===== config.mk =====
export PLATFORM = sky130hd
export DESIGN_NAME = hpd_port
export DESIGN_NICKNAME = d
export VERILOG_FILES = /design/src/verilog/unused_placeholder_none.sv /design/src/verilog/hpd_pkg.sv /design/src/verilog/hpd_fifo.sv /design/src/verilog/hpd_port.sv
export SDC_FILE = /design/constraint.sdc
export NUM_CORES = 1
export LEC_CHECK = 0
export ABC_AREA = 1
export ABC_CLOCK_PERIOD_IN_PS = 3000
export BUFFER_PORTS_ARGS = -buffer_cell sky130_fd_sc_hd__clkbuf_2
export CORE_ASPECT_RATIO = 1.25
export CORE_MARGIN = 2
export CORE_UTILIZATION = 45
export DETAILED_ROUTE_END_ITERATION = 10
export GPL_ROUTABILITY_DRIVEN = 0
export GPL_TIMING_DRIVEN = 0
export SYNTH_ARGS = -nofsm -noshare
export SYNTH_HDL_FRONTEND = slang
export SYNTH_SLANG_ARGS = --single-unit
export TNS_END_PERCENT = 30

===== constraint.sdc =====
create_clock -name sys_clk -period 3 [get_ports sys_clk]
set_input_delay 0.15 -clock sys_clk [delete_from_list [all_inputs] [get_ports sys_clk]]
set_output_delay 0.15 -clock sys_clk [all_outputs]
set_load 0.02 [all_outputs]

===== src/verilog/unused_placeholder_none.sv =====
`timescale 1ns/1ps

===== src/verilog/hpd_pkg.sv =====
package hpd_pkg;
	localparam int HPD_WORD_W = 24;
	localparam int HPD_BYTE_W = 8;
	localparam int HPD_FIFO_DEPTH = 16;
	// Byte register addresses on the host port
	localparam logic [2:0] HPD_ADDR_HIGH = 3'h5;
	localparam logic [2:0] HPD_ADDR_MID = 3'h6;
	localparam logic [2:0] HPD_ADDR_LOW = 3'h7;
	// DMA mode encodings (dma_mode_bit1, dma_mode_bit0)
	localparam logic [1:0] HPD_MODE_OFF = 2'h0;
	localparam logic [1:0] HPD_MODE_24 = 2'h1;
	localparam logic [1:0] HPD_MODE_16 = 2'h2;
	localparam logic [1:0] HPD_MODE_8 = 2'h3;
	// Initialization: 3T sync plus 3T execution, T = one clock here
	localparam int HPD_INIT_SYNC_T = 3;
	localparam int HPD_INIT_EXEC_T = 3;
	localparam logic [2:0] HPD_INIT_CYCLES =
		3'(HPD_INIT_SYNC_T + HPD_INIT_EXEC_T - 1);
	localparam logic [2:0] HPD_INIT_ZERO = 3'h0;
	typedef enum logic [1:0] {
		HPD_IDLE = 2'b00,
		HPD_REQ = 2'b01,
		HPD_ACK = 2'b11
	} hpd_state_e;
endpackage


===== src/verilog/hpd_fifo.sv =====
`timescale 1ns/1ps
module hpd_fifo #(
	parameter int WIDTH = 24,
	parameter int DEPTH = 16
) (
	input wire logic sys_clk,
	input wire logic srst,
	input wire logic in_valid,
	output logic in_ready,
	input wire logic [WIDTH-1:0] in_data,
	output logic out_valid,
	input wire logic out_ready,
	output logic [WIDTH-1:0] out_data
);
	localparam int AW = $clog2(DEPTH);
	logic [WIDTH-1:0] mem [DEPTH];
	logic [AW-1:0] wr_ptr;
	logic [AW-1:0] rd_ptr;
	logic [AW:0] count;
	logic [AW-1:0] next_wr_ptr;
	logic [AW-1:0] next_rd_ptr;
	logic [AW:0] next_count;
	logic do_wr;
	logic do_rd;

	// Data held in a register so the consumer sees a flop output
	assign in_ready = (count != (AW+1)'(DEPTH));
	assign out_valid = (count != '0);
	assign do_wr = in_valid && in_ready;
	assign do_rd = out_valid && out_ready;

	always_comb begin
		next_wr_ptr = do_wr ? wr_ptr + 1'b1 : wr_ptr;
		next_rd_ptr = do_rd ? rd_ptr + 1'b1 : rd_ptr;
		next_count = count;
		if (do_wr && !do_rd) begin
			next_count = count + 1'b1;
		end else if (do_rd && !do_wr) begin
			next_count = count - 1'b1;
		end
	end

	always_ff @(posedge sys_clk) begin
		if (srst) begin
			wr_ptr <= '0;
			rd_ptr <= '0;
			count <= '0;
		end else begin
			wr_ptr <= next_wr_ptr;
			rd_ptr <= next_rd_ptr;
			count <= next_count;
		end
	end

	always_ff @(posedge sys_clk) begin
		if (do_wr) begin
			mem[wr_ptr] <= in_data;
		end
	end

	// Show-ahead: head word is a registered copy of the next entry
	always_ff @(posedge sys_clk) begin
		if (srst) begin
			out_data <= '0;
		end else if (do_wr && (count == '0 || (do_rd && count == 1))) begin
			out_data <= in_data;
		end else if (do_rd) begin
			out_data <= mem[next_rd_ptr];
		end else if (count != '0) begin
			out_data <= mem[rd_ptr];
		end
	end
endmodule


===== src/verilog/hpd_port.sv =====
`timescale 1ns/1ps
// Notes on behaviour
// - Host-to-DSP DMA: request asserts right after initialization.
// - Three filled transmit bytes move at once to DSP receive word.
// - Transmit exception while tx empty and tx irq enable; write clears.
// - Full clear and empty clear: copy word to rx bytes, set both.
// - On full set in DSP-to-host DMA, load counter, raise request.
// - Acknowledge drives addressed byte; request drops on acknowledge.
// - After acknowledge, non-low byte increments counter, re-requests.
// - Reading low byte clears full; pending word reloads at once.
// - Transmit exception active right after tx irq enable is set.
// - Strobe is synchronized; status updates freeze while it is held.
// - Cancel by clearing pending bit; vector unchanged in that write; this port has no host command, pending bit or vector.
// - Hardware clears init bit when done; host waits for it.
// - Initialization completes within 3T sync plus 3T execution.
// - In DMA mode the request line carries no host interrupt.
// - Low tx byte clears empty, reloads counter; others increment.
module hpd_port
	import hpd_pkg::*;
#(
	parameter int WORD_W = HPD_WORD_W,
	parameter int FIFO_DEPTH = HPD_FIFO_DEPTH
) (
	input wire logic sys_clk,
	input wire logic srst,
	// Host-side control bits
	input wire logic dma_mode_bit0,
	input wire logic dma_mode_bit1,
	input wire logic tx_request_enable,
	input wire logic rx_request_enable,
	input wire logic init_set,
	output logic init_busy,
	// Host DMA pins
	output logic host_request_n,
	input wire logic dma_acknowledge_n,
	input wire logic host_strobe_enable_n,
	input wire logic [HPD_BYTE_W-1:0] host_data_in,
	output logic [HPD_BYTE_W-1:0] host_data_out,
	output logic host_data_oe,
	// Host-visible status, frozen while the strobe is held
	output logic rx_bytes_full,
	output logic tx_bytes_empty,
	// DSP core side
	input wire logic dsp_tx_irq_enable,
	input wire logic dsp_rx_irq_enable,
	input wire logic dsp_tx_write,
	input wire logic [WORD_W-1:0] dsp_tx_data,
	output logic dsp_tx_empty,
	output logic dsp_tx_exception,
	output logic dsp_rx_valid,
	input wire logic dsp_rx_read,
	output logic [WORD_W-1:0] dsp_rx_word,
	output logic dsp_rx_exception
);
	logic [1:0] mode;
	logic h2d;
	logic d2h;
	hpd_state_e state;
	hpd_state_e next_state;
	logic [2:0] baddr;
	logic [2:0] next_baddr;
	logic [WORD_W-1:0] txb;
	logic [WORD_W-1:0] next_txb;
	logic [WORD_W-1:0] rxb;
	logic [WORD_W-1:0] next_rxb;
	logic rx_full_i;
	logic next_rx_full_i;
	logic tx_empty_i;
	logic next_tx_empty_i;
	logic tx_word_empty;
	logic next_tx_word_empty;
	logic [WORD_W-1:0] tx_word;
	logic [WORD_W-1:0] next_tx_word;
	logic [2:0] init_cnt;
	logic [2:0] next_init_cnt;
	logic strb_s1;
	logic strb_s2;
	logic rx_full_hold;
	logic tx_empty_hold;
	logic fifo_in_valid;
	logic fifo_in_ready;
	logic ack_end;
	logic byte_done;

	// Counter start for a new word depends on word size
	function automatic logic [2:0] start_addr(input logic [1:0] m);
		case (m)
			HPD_MODE_24: start_addr = HPD_ADDR_HIGH;
			HPD_MODE_16: start_addr = HPD_ADDR_MID;
			default: start_addr = HPD_ADDR_LOW;
		endcase
	endfunction

	function automatic logic [HPD_BYTE_W-1:0] pick_byte(
		input logic [WORD_W-1:0] w, input logic [2:0] a);
		if (a == HPD_ADDR_HIGH) begin
			pick_byte = w[23:16];
		end else if (a == HPD_ADDR_MID) begin
			pick_byte = w[15:8];
		end else begin
			pick_byte = w[7:0];
		end
	endfunction

	assign mode = {dma_mode_bit1, dma_mode_bit0};
	assign h2d = (mode != HPD_MODE_OFF) && tx_request_enable
		&& !rx_request_enable;
	assign d2h = (mode != HPD_MODE_OFF) && rx_request_enable
		&& !tx_request_enable;
	assign init_busy = (init_cnt != HPD_INIT_ZERO);
	assign ack_end = (state == HPD_ACK) && dma_acknowledge_n;
	assign byte_done = ack_end;

	always_ff @(posedge sys_clk) begin
		if (srst) begin
			strb_s1 <= 1'b0;
			strb_s2 <= 1'b0;
		end else begin
			strb_s1 <= !host_strobe_enable_n;
			strb_s2 <= strb_s1;
		end
	end

	always_ff @(posedge sys_clk) begin
		if (srst) begin
			rx_full_hold <= 1'b0;
			tx_empty_hold <= 1'b1;
		end else if (!strb_s2) begin
			rx_full_hold <= rx_full_i;
			tx_empty_hold <= tx_empty_i;
		end
	end
	assign rx_bytes_full = rx_full_hold;
	assign tx_bytes_empty = tx_empty_hold;

	assign dsp_tx_exception = tx_word_empty && dsp_tx_irq_enable;
	assign dsp_tx_empty = tx_word_empty;
	assign dsp_rx_exception = dsp_rx_valid && dsp_rx_irq_enable;

	always_comb begin
		next_state = state;
		next_baddr = baddr;
		next_txb = txb;
		next_rxb = rxb;
		next_rx_full_i = rx_full_i;
		next_tx_empty_i = tx_empty_i;
		next_tx_word_empty = tx_word_empty;
		next_tx_word = tx_word;
		next_init_cnt = init_cnt;
		fifo_in_valid = 1'b0;
		// init counts down, then clears itself
		if (init_set) begin
			next_init_cnt = HPD_INIT_CYCLES;
		end else if (init_busy) begin
			next_init_cnt = init_cnt - 1'b1;
		end
		if (dsp_tx_write) begin
			next_tx_word = dsp_tx_data;
			next_tx_word_empty = 1'b0;
		end
		case (state)
			HPD_IDLE: begin
				if (!init_busy && h2d && tx_empty_i) begin
					next_state = HPD_REQ;
				end else if (!init_busy && d2h && rx_full_i) begin
					next_state = HPD_REQ;
				end
			end
			HPD_REQ: begin
				if (!dma_acknowledge_n) begin
					next_state = HPD_ACK;
				end else if (!(h2d || d2h)) begin
					next_state = HPD_IDLE;
				end
			end
			HPD_ACK: begin
				if (ack_end) begin
					if (h2d) begin
						// Byte latched at the end of acknowledge
						case (baddr)
							HPD_ADDR_HIGH: next_txb[23:16] = host_data_in;
							HPD_ADDR_MID: next_txb[15:8] = host_data_in;
							default: next_txb[7:0] = host_data_in;
						endcase
					end
					if (baddr != HPD_ADDR_LOW) begin
						next_baddr = baddr + 3'h1;
						next_state = HPD_REQ;
					end else begin
						next_baddr = start_addr(mode);
						next_state = HPD_IDLE;
						if (h2d) begin
							next_tx_empty_i = 1'b0;
						end else begin
							next_rx_full_i = 1'b0;
						end
					end
				end
			end
			default: next_state = HPD_IDLE;
		endcase
		// three bytes to core at once, blocked if FIFO full
		if (!next_tx_empty_i && tx_empty_i == 1'b0 && fifo_in_ready) begin
			fifo_in_valid = 1'b1;
			next_tx_empty_i = 1'b1;
			next_baddr = start_addr(mode);
		end
		if (!next_rx_full_i && !tx_word_empty) begin
			next_rxb = tx_word;
			next_rx_full_i = 1'b1;
			next_tx_word_empty = 1'b1;
			if (dsp_tx_write) begin
				next_tx_word_empty = 1'b0;
			end
			next_baddr = start_addr(mode);
		end
		if (init_set || mode == HPD_MODE_OFF) begin
			next_baddr = start_addr(mode);
			next_state = HPD_IDLE;
		end
	end

	always_ff @(posedge sys_clk) begin
		if (srst) begin
			state <= HPD_IDLE;
			baddr <= HPD_ADDR_LOW;
			txb <= '0;
			rxb <= '0;
			rx_full_i <= 1'b0;
			tx_empty_i <= 1'b1;
			tx_word_empty <= 1'b1;
			tx_word <= '0;
			init_cnt <= HPD_INIT_ZERO;
		end else begin
			state <= next_state;
			baddr <= next_baddr;
			txb <= next_txb;
			rxb <= next_rxb;
			rx_full_i <= next_rx_full_i;
			tx_empty_i <= next_tx_empty_i;
			tx_word_empty <= next_tx_word_empty;
			tx_word <= next_tx_word;
			init_cnt <= next_init_cnt;
		end
	end

	// request line is DMA-only, no interrupt use
	assign host_request_n = !(state == HPD_REQ);

	always_ff @(posedge sys_clk) begin
		if (srst) begin
			host_data_out <= '0;
			host_data_oe <= 1'b0;
		end else begin
			host_data_out <= pick_byte(rxb, baddr);
			host_data_oe <= d2h && !dma_acknowledge_n
				&& (state != HPD_IDLE) && !byte_done;
		end
	end

	// Words queue toward the core; full FIFO stalls the port
	hpd_fifo #(
		.WIDTH(WORD_W),
		.DEPTH(FIFO_DEPTH)
	) u_rx_fifo (
		.sys_clk(sys_clk),
		.srst(srst),
		.in_valid(fifo_in_valid),
		.in_ready(fifo_in_ready),
		.in_data(txb),
		.out_valid(dsp_rx_valid),
		.out_ready(dsp_rx_read),
		.out_data(dsp_rx_word)
	);
endmodule


==> run summary, run 1 <==
initial antenna violation count -> 1
Die Height -> 252 µm
nets -> 2,533
post-synthesis register bit count -> 517
TNS Setup -> 0 ns
Max Slew Vio Count -> 0
synth top area cells -> edfxtp_1 52%, dfxtp_1 12%, nand3_1 10%
critical path capture point type -> register
first-pass GRT wire length -> 106 mm
Final Hold Fails -> 0
Gate power share -> 43.4%
Reg power frac -> 31.8%
Max-Slew Margin vs Limit -> 38.3%
Worst Setup Start Kind -> register
Residual DRC -> 0
clk slew on worst S/H paths -> 0.06 ns
clock root buffer -> clkbuf_16
RSZ-0062 raised after global routing -> no
f_max -> 349 MHz
Post-synth ARST share -> 0%
Die ar. -> 50,900 µm²
pwr/cell area -> 969 nW/µm²
Syn Area/Cell -> 9.73 µm²
I/O Buffers -> 84
outcome -> finished clean
initial cell density of the core -> 45.7%
die width -> 202 µm
post-route setup slack -> 0.137 ns
CTS H-tree depth -> 2
vias in the first global route -> 16,900
Worst-Skew Late Latency -> 0.59 ns
CTS tree -> built
final worst path period share -> 95.4%
pre-CTS setup slack -> -0.161 ns
kind of critical path -> register to register
fin crit period -> 2.86 ns
Synthesis Warnings -> 0
fillcell total -> 4,316
P_leak -> 10.9 nW
Clock power frac -> 24.8%
Hold/Removal Path Class -> primary input to register
clock sink count -> 517
Worst Path Required -> 3.47 ns
Top FF cell, synth -> edfxtp_1
core area -> 48,400 µm²
FP Rows -> 90
GRT overflow -> 0
P_int -> 0.0142 W
share of layout cells above drive strength 1 -> 11.9%
Cell variety after synth -> 36
Worst EP arrival -> 3.33 ns
VDD IR-drop max -> 986 µV
Total GRT Usage -> 28.3%
routed len/inst -> 22.8 µm
area leader, netlist -> edfxtp_1
largest net degree at the start of global routing -> 24
Synth top area share -> 52.1%
Worst-Margin Slew -> 0.924 ns
CTS Buf Count -> 50
register area share after synthesis -> 64.2%
Antenna Nets Post-Route -> 0
Syn Inst Count -> 2,273
Vias -> 17,200
DRT iter0 DRCs -> 1,732
# setup viols final -> 0
num ports -> 86
vias per cell -> 5.45
Syn Nets -> 2,334
Sw Ratio -> 43.3%
Longest Clk Path Bufs -> 3
WL final -> 72.0 mm
Post-synth EDFFs -> 384
Clock Skews -> 0.0174 ns
antenna cells -> 0
Pre-Repair DR Iteration Count -> 5
Max Cap Viol -> 0
largest fanout on the critical path -> 10
DP HPWL -> 49.1 mm
Switching Power -> 0.0109 W
synthesis-to-finish area growth -> 17.2%
Cell Area, Synth -> 22,100 µm²
cell families after synthesis:
family	count (synthesis)	synth area share, %
flops	517	64.2
simple gates	1075	21.4
buf+inv	442	8.22
xor+xnor	3	0.119
compound gates	220	5.20
fa+ha+maj	16	0.905
cells in the mapped netlist, types with 4 or more instances:
| master | instances |
|---|---|
| a21oi_1 | 67 |
| buf_2 | 73 |
| buf_4 | 14 |
| clkbuf_1 | 44 |
| dfxtp_1 | 133 |
| edfxtp_1 | 384 |
| ha_1 | 16 |
| inv_1 | 304 |
| inv_2 | 4 |
| nand2_1 | 457 |
| nand3_1 | 451 |
| nand3b_1 | 19 |
| nor2_1 | 134 |
| o211ai_1 | 8 |
| o21ai_0 | 135 |
per-stage QoR:
step | hold WS, ns | cell area, µm² | std cells | power [W] | utilization (%)
6_report | 0.0584 | 25900 | 3155 | 0.0251 | 53.5
5_1_grt | 0.115 | 25900 | 3155 | 0.0262 | 53.5
4_1_cts | 0.0452 | 25900 | 3154 | 0.0249 | 53.5
3_5_place_dp | 0.315 | 23800 | 3017 | 0.0187 | 49.2
3_3_place_gp | 0.305 | 23300 | 3001 | 0.0186 | 48.2
2_1_floorplan | 0.217 | 22100 | 2273 | 0.0144 | -
routing by layer:
metal  vias up  part of all wire [%]  GRT usage, %
met5         -                 0.018             0
met4         2                   5.6          14.9
met3       222                   9.4          5.17
met2       908                    49          49.1
met1      8098                    36          33.5
li1       7977                     -             -
worst paths after layout:
check	start	end	slack (ns)	cells past startpoint
hold reg to reg	strb_s1	strb_s2	0.41	2
hold / removal	srst	baddr[2]	0.06	3
setup / recovery	u_rx_fifo.count[0]	u_rx_fifo.out_data[14]	0.14	14
setup reg to reg	u_rx_fifo.count[0]	u_rx_fifo.out_data[14]	0.14	14
cells in the final DEF, fill, tap and decap left out, types with 19 or more instances in the layout:
master and count:
a21oi_1 67, nand3_1 451, dfxtp_1 133, o21ai_0 135, clkbuf_16 53, clkbuf_2 87, dlygate4sd3_1 43, buf_2 72
nand2_1 456, nand3b_1 19, edfxtp_1 384, clkbuf_1 51, inv_1 303, nor2_1 118
timing repair:
item | in CTS | in global routing
endpoints found under the hold margin | 50 | 0
pin swaps | 2 | 0
endpoints found under the setup margin | 152 | 79
resized for setup | 1 | 10
hold buffers | 43 | 0
buffers inserted | 3 | 1
state kept, by name (all words and copies together), names as in the netlist:
name,count
u_rx_fifo.wr_ptr,4
rx_bytes_full,1
u_rx_fifo.count,5
state,2
rx_full_i,1
init_cnt,3
tx_empty_i,1
tx_bytes_empty,1
u_rx_fifo.out_data,24
txb,24
rxb,24
dsp_tx_empty,1
tx_word,24
u_rx_fifo.mem,384
u_rx_fifo.rd_ptr,4
strb_s1,1
host_data_out,8
baddr,3
strb_s2,1
host_data_oe,1
power by group through the flow:
stage               Combinational, W  Clock, W  Sequential [W]
floorplan                    0.00615         0         0.00826
CTS                           0.0106   0.00625         0.00799
detailed placement            0.0105         0         0.00814
finish                        0.0109   0.00623         0.00799
global placement              0.0105         0         0.00813
global route                  0.0116   0.00654         0.00801
critical path, cell delays in order (launching register included):
cell and delay [ns]:
dfxtp_1 0.40, inv_1 0.11, ha_1 0.25, nand3_4 0.14
nand2_4 0.13, nand2_2 0.13, buf_2 0.30, buf_2 0.33
nand3b_1 0.11, nand3_1 0.20, nand3_1 0.17, nand3_1 0.12
nand2_1 0.16, nand2_1 0.11, a21oi_1 0.07
layout make-up:
cell class / count / area [µm²] / share of cell area (%)
Clock buffer: 69 / 1450 / 5.58
Multi-Input combinational cell: 1314 / 6230 / 24.0
Timing Repair Buffer: 147 / 1260 / 4.88
Tap cell: 644 / 806 / 3.11
Sequential cell: 517 / 14200 / 54.8
Buffer: 134 / 668 / 2.58
Clock inverter: 22 / 149 / 0.574
Inverter: 308 / 1160 / 4.47
No activity file was read; power rests on OpenSTA's default activity.
==> inputs of run 2 (changes only) <==
--- a/config.mk
+++ b/config.mk
@@ -9,11 +9,12 @@
 export ABC_CLOCK_PERIOD_IN_PS = 3000
 export BUFFER_PORTS_ARGS = -buffer_cell sky130_fd_sc_hd__clkbuf_2
 export CORE_ASPECT_RATIO = 1.25
-export CORE_MARGIN = 2
+export CORE_MARGIN = 10
 export CORE_UTILIZATION = 45
 export DETAILED_ROUTE_END_ITERATION = 10
 export GPL_ROUTABILITY_DRIVEN = 0
 export GPL_TIMING_DRIVEN = 0
+export HOLD_SLACK_MARGIN = 0.08
 export SYNTH_ARGS = -nofsm -noshare
 export SYNTH_HDL_FRONTEND = slang
 export SYNTH_SLANG_ARGS = --single-unit
==> run summary, run 2 (synthesis gave the netlist of run 1 again) <==
Residual DRC -> 0 (unchanged)
fin cells -> 3,153 (-0.063%)
Slowest-stage cell, CP -> buf_2
family with the most delay on the worst path -> buffers and inverters
# setup viols final -> 0 (unchanged)
largest net degree at the start of global routing -> 24 (unchanged)
most common cell after layout, fill and taps aside -> nand2_1
P_leak -> 10.8 nW (-0.67%)
RSZ-0062 raised after global routing -> no
Die Height -> 268 µm (+6.4%)
antenna cells -> 0 (unchanged)
worst r2r src -> u_rx_fifo.count[0]
most frequent cells in the layout -> 456 x nand2_1, 451 x nand3_1, 384 x edfxtp_1
DRT iter0 DRCs -> 1,751 (+1.1%)
Reg area -> 14,200 µm² (unchanged)
VDD IR-drop max -> 790 µV (-20%)
clock root buffer -> clkbuf_16
CTS Buf Count -> 49 (-2.0%)
Worst Path Required -> 3.46 ns (about the same)
clock sink count -> 517 (unchanged)
Placed Cells -> 3,017 (unchanged)
CTS H-tree depth -> 2 (unchanged)
f_max -> 346 MHz (-0.96%)
I/O Buffers -> 84 (unchanged)
share of layout cells above drive strength 1 -> 11.6% (-0.23 points)
largest fanout on the critical path -> 10 (unchanged)
initial cell density of the core -> 45.7% (unchanged)
FP Rows -> 90 (unchanged)
num ports -> 86 (unchanged)
multi-input logic area -> 6230 µm² (about the same)
core area -> 48,400 µm² (unchanged)
Max-Slew Margin vs Limit -> 34.6% (-3.8 points)
Antenna Nets Post-Route -> 0 (unchanged)
Clock Skews -> 0.0200 ns (+0.00257 ns)
Final Hold Fails -> 0 (unchanged)
post-route setup slack -> 0.109 ns (-0.0279 ns)
GRT overflow -> 0 (unchanged)
Largest Register -> u_rx_fifo.mem
Crit. Startpoint -> u_rx_fifo.count[0]
fin crit period -> 2.89 ns (+0.0279 ns)
CTS tree -> built
max reg flops -> 384 (unchanged)
die width -> 218 µm (+7.9%)
routed len/inst -> 23.1 µm (+1.1%)
clk slew on worst S/H paths -> 0.07 ns (about the same)
pre-CTS setup slack -> -0.133 ns (+0.0281 ns)
Worst-Skew Late Latency -> 0.58 ns (about the same)
Crit path top cell by count -> nand2_1
kind of critical path -> register to register
Longest Clk Path Bufs -> 3 (unchanged)
Pre-Repair DR Iteration Count -> 5 (unchanged)
fillcell total -> 4,340 (+0.56%)
Worst-Margin Slew -> 0.980 ns (+0.0568 ns)
critical path capture point type -> register
startpoint of the worst hold path -> rx_request_enable
Total GRT Usage -> 24.5% (-3.8 points)
initial antenna violation count -> 0 (-1)
crit-path cells -> inv_1, ha_1, nand3_4, nand2_4, inv_2, nand2_1, o21ai_2, buf_2, buf_2, nand3_1, nand3_1, nand2_1, nand2_1, a21oi_1
Worst Setup Start Kind -> register
vias per cell -> 5.52 (+1.2%)
pwr/cell area -> 956 nW/µm² (-1.3%)
final worst path period share -> 96.4% (+0.93 points)
vias in the first global route -> 16,700 (-1.5%)
DP HPWL -> 49.6 mm (+0.87%)
Vias -> 17,400 (+1.2%)
Max Cap Viol -> 0 (unchanged)
WL final -> 72.7 mm (+0.99%)
nets -> 2,535 (+0.079%)
Final Util -> 53.1% (-0.42 points)
Largest stage delay, worst path -> 0.45 ns (+0.05 ns)
Max Slew Vio Count -> 0 (unchanged)
first-pass GRT wire length -> 107 mm (+0.57%)
synthesis-to-finish area growth -> 16.3%
Die ar. -> 58,500 µm² (+15%)
Hold/Removal Path Class -> primary input to register
outcome -> finished clean
worst path bufs/invs -> 4 (+1)
Worst EP arrival -> 3.35 ns (+0.02 ns)
Power, Total -> 0.0246 W (-2.1%)
## run 2: cell count changes in the layout (fill, tap and decap cells not counted), sizes merged
cell,delta
clkinv,+4
dlygate4sd3,+6
buf,-2
clkbuf,-7
clkinvlp,-2
bufinv,-1
## run 2: power by group
group | total, W | switching, W | internal, W
clock network | 0.00576 | 0.00266 | 0.00310
registers | 0.00801 | 0.000182 | 0.00783
logic | 0.0108 | 0.00794 | 0.00288
## run 2: metrics by stage
step,cell area [µm²],TNS (ns),hold WS [ns]
6_report,25700,0,0.169
5_1_grt,25700,0,0.205
4_1_cts,25700,0,0.140
3_5_place_dp,23800,-2.76,0.310
3_3_place_gp,23300,-616.07,0.305
2_1_floorplan,22100,0,0.217
## run 2: final timing paths
check                           end  slack [ns]  depth (start not counted)
min                      tx_empty_i        0.17                          7
max reg2reg  u_rx_fifo.out_data[15]        0.11                         14
max          u_rx_fifo.out_data[15]        0.11                         14
min reg2reg                 strb_s2        0.41                          2
## run 2: worst reg2reg max path, cell delays in order, from the launching register on
cell and delay, ns:
dfxtp_1 0.39, inv_1 0.10, ha_1 0.25, nand3_4 0.14, nand2_4 0.12, inv_2 0.14
nand2_1 0.08, o21ai_2 0.09, buf_2 0.41, buf_2 0.45, nand3_1 0.17, nand3_1 0.11
nand2_1 0.16, nand2_1 0.10, a21oi_1 0.07
## run 2: final cells by class
class,count,share of cell area (%)
plain buffers,134,2.58
clock buffers,63,5.01
clock inverters,23,0.511
inverters,308,4.51
multi-input cells,1314,24.2
flip-flops and latches,517,55.2
well taps,644,3.13
repair buffers,150,4.85
## run 2: what timing repair did
action                                  4_1_cts  5_1_grt
hold endpoints to repair                     59        0
resized for setup                             1        5
setup buffers                                 0        1
endpoints found under the setup margin       84       33
hold buffers                                 49        0
cloned                                        0        0
## run 2: per-layer routing
metal	share of wire (%)	global-route usage, %	up-vias
met5	0	0	-
met4	4.8	10.9	0
met3	9.0	4.60	202
met2	49	42.3	902
met1	37	29.3	8334
li1	-	-	7968
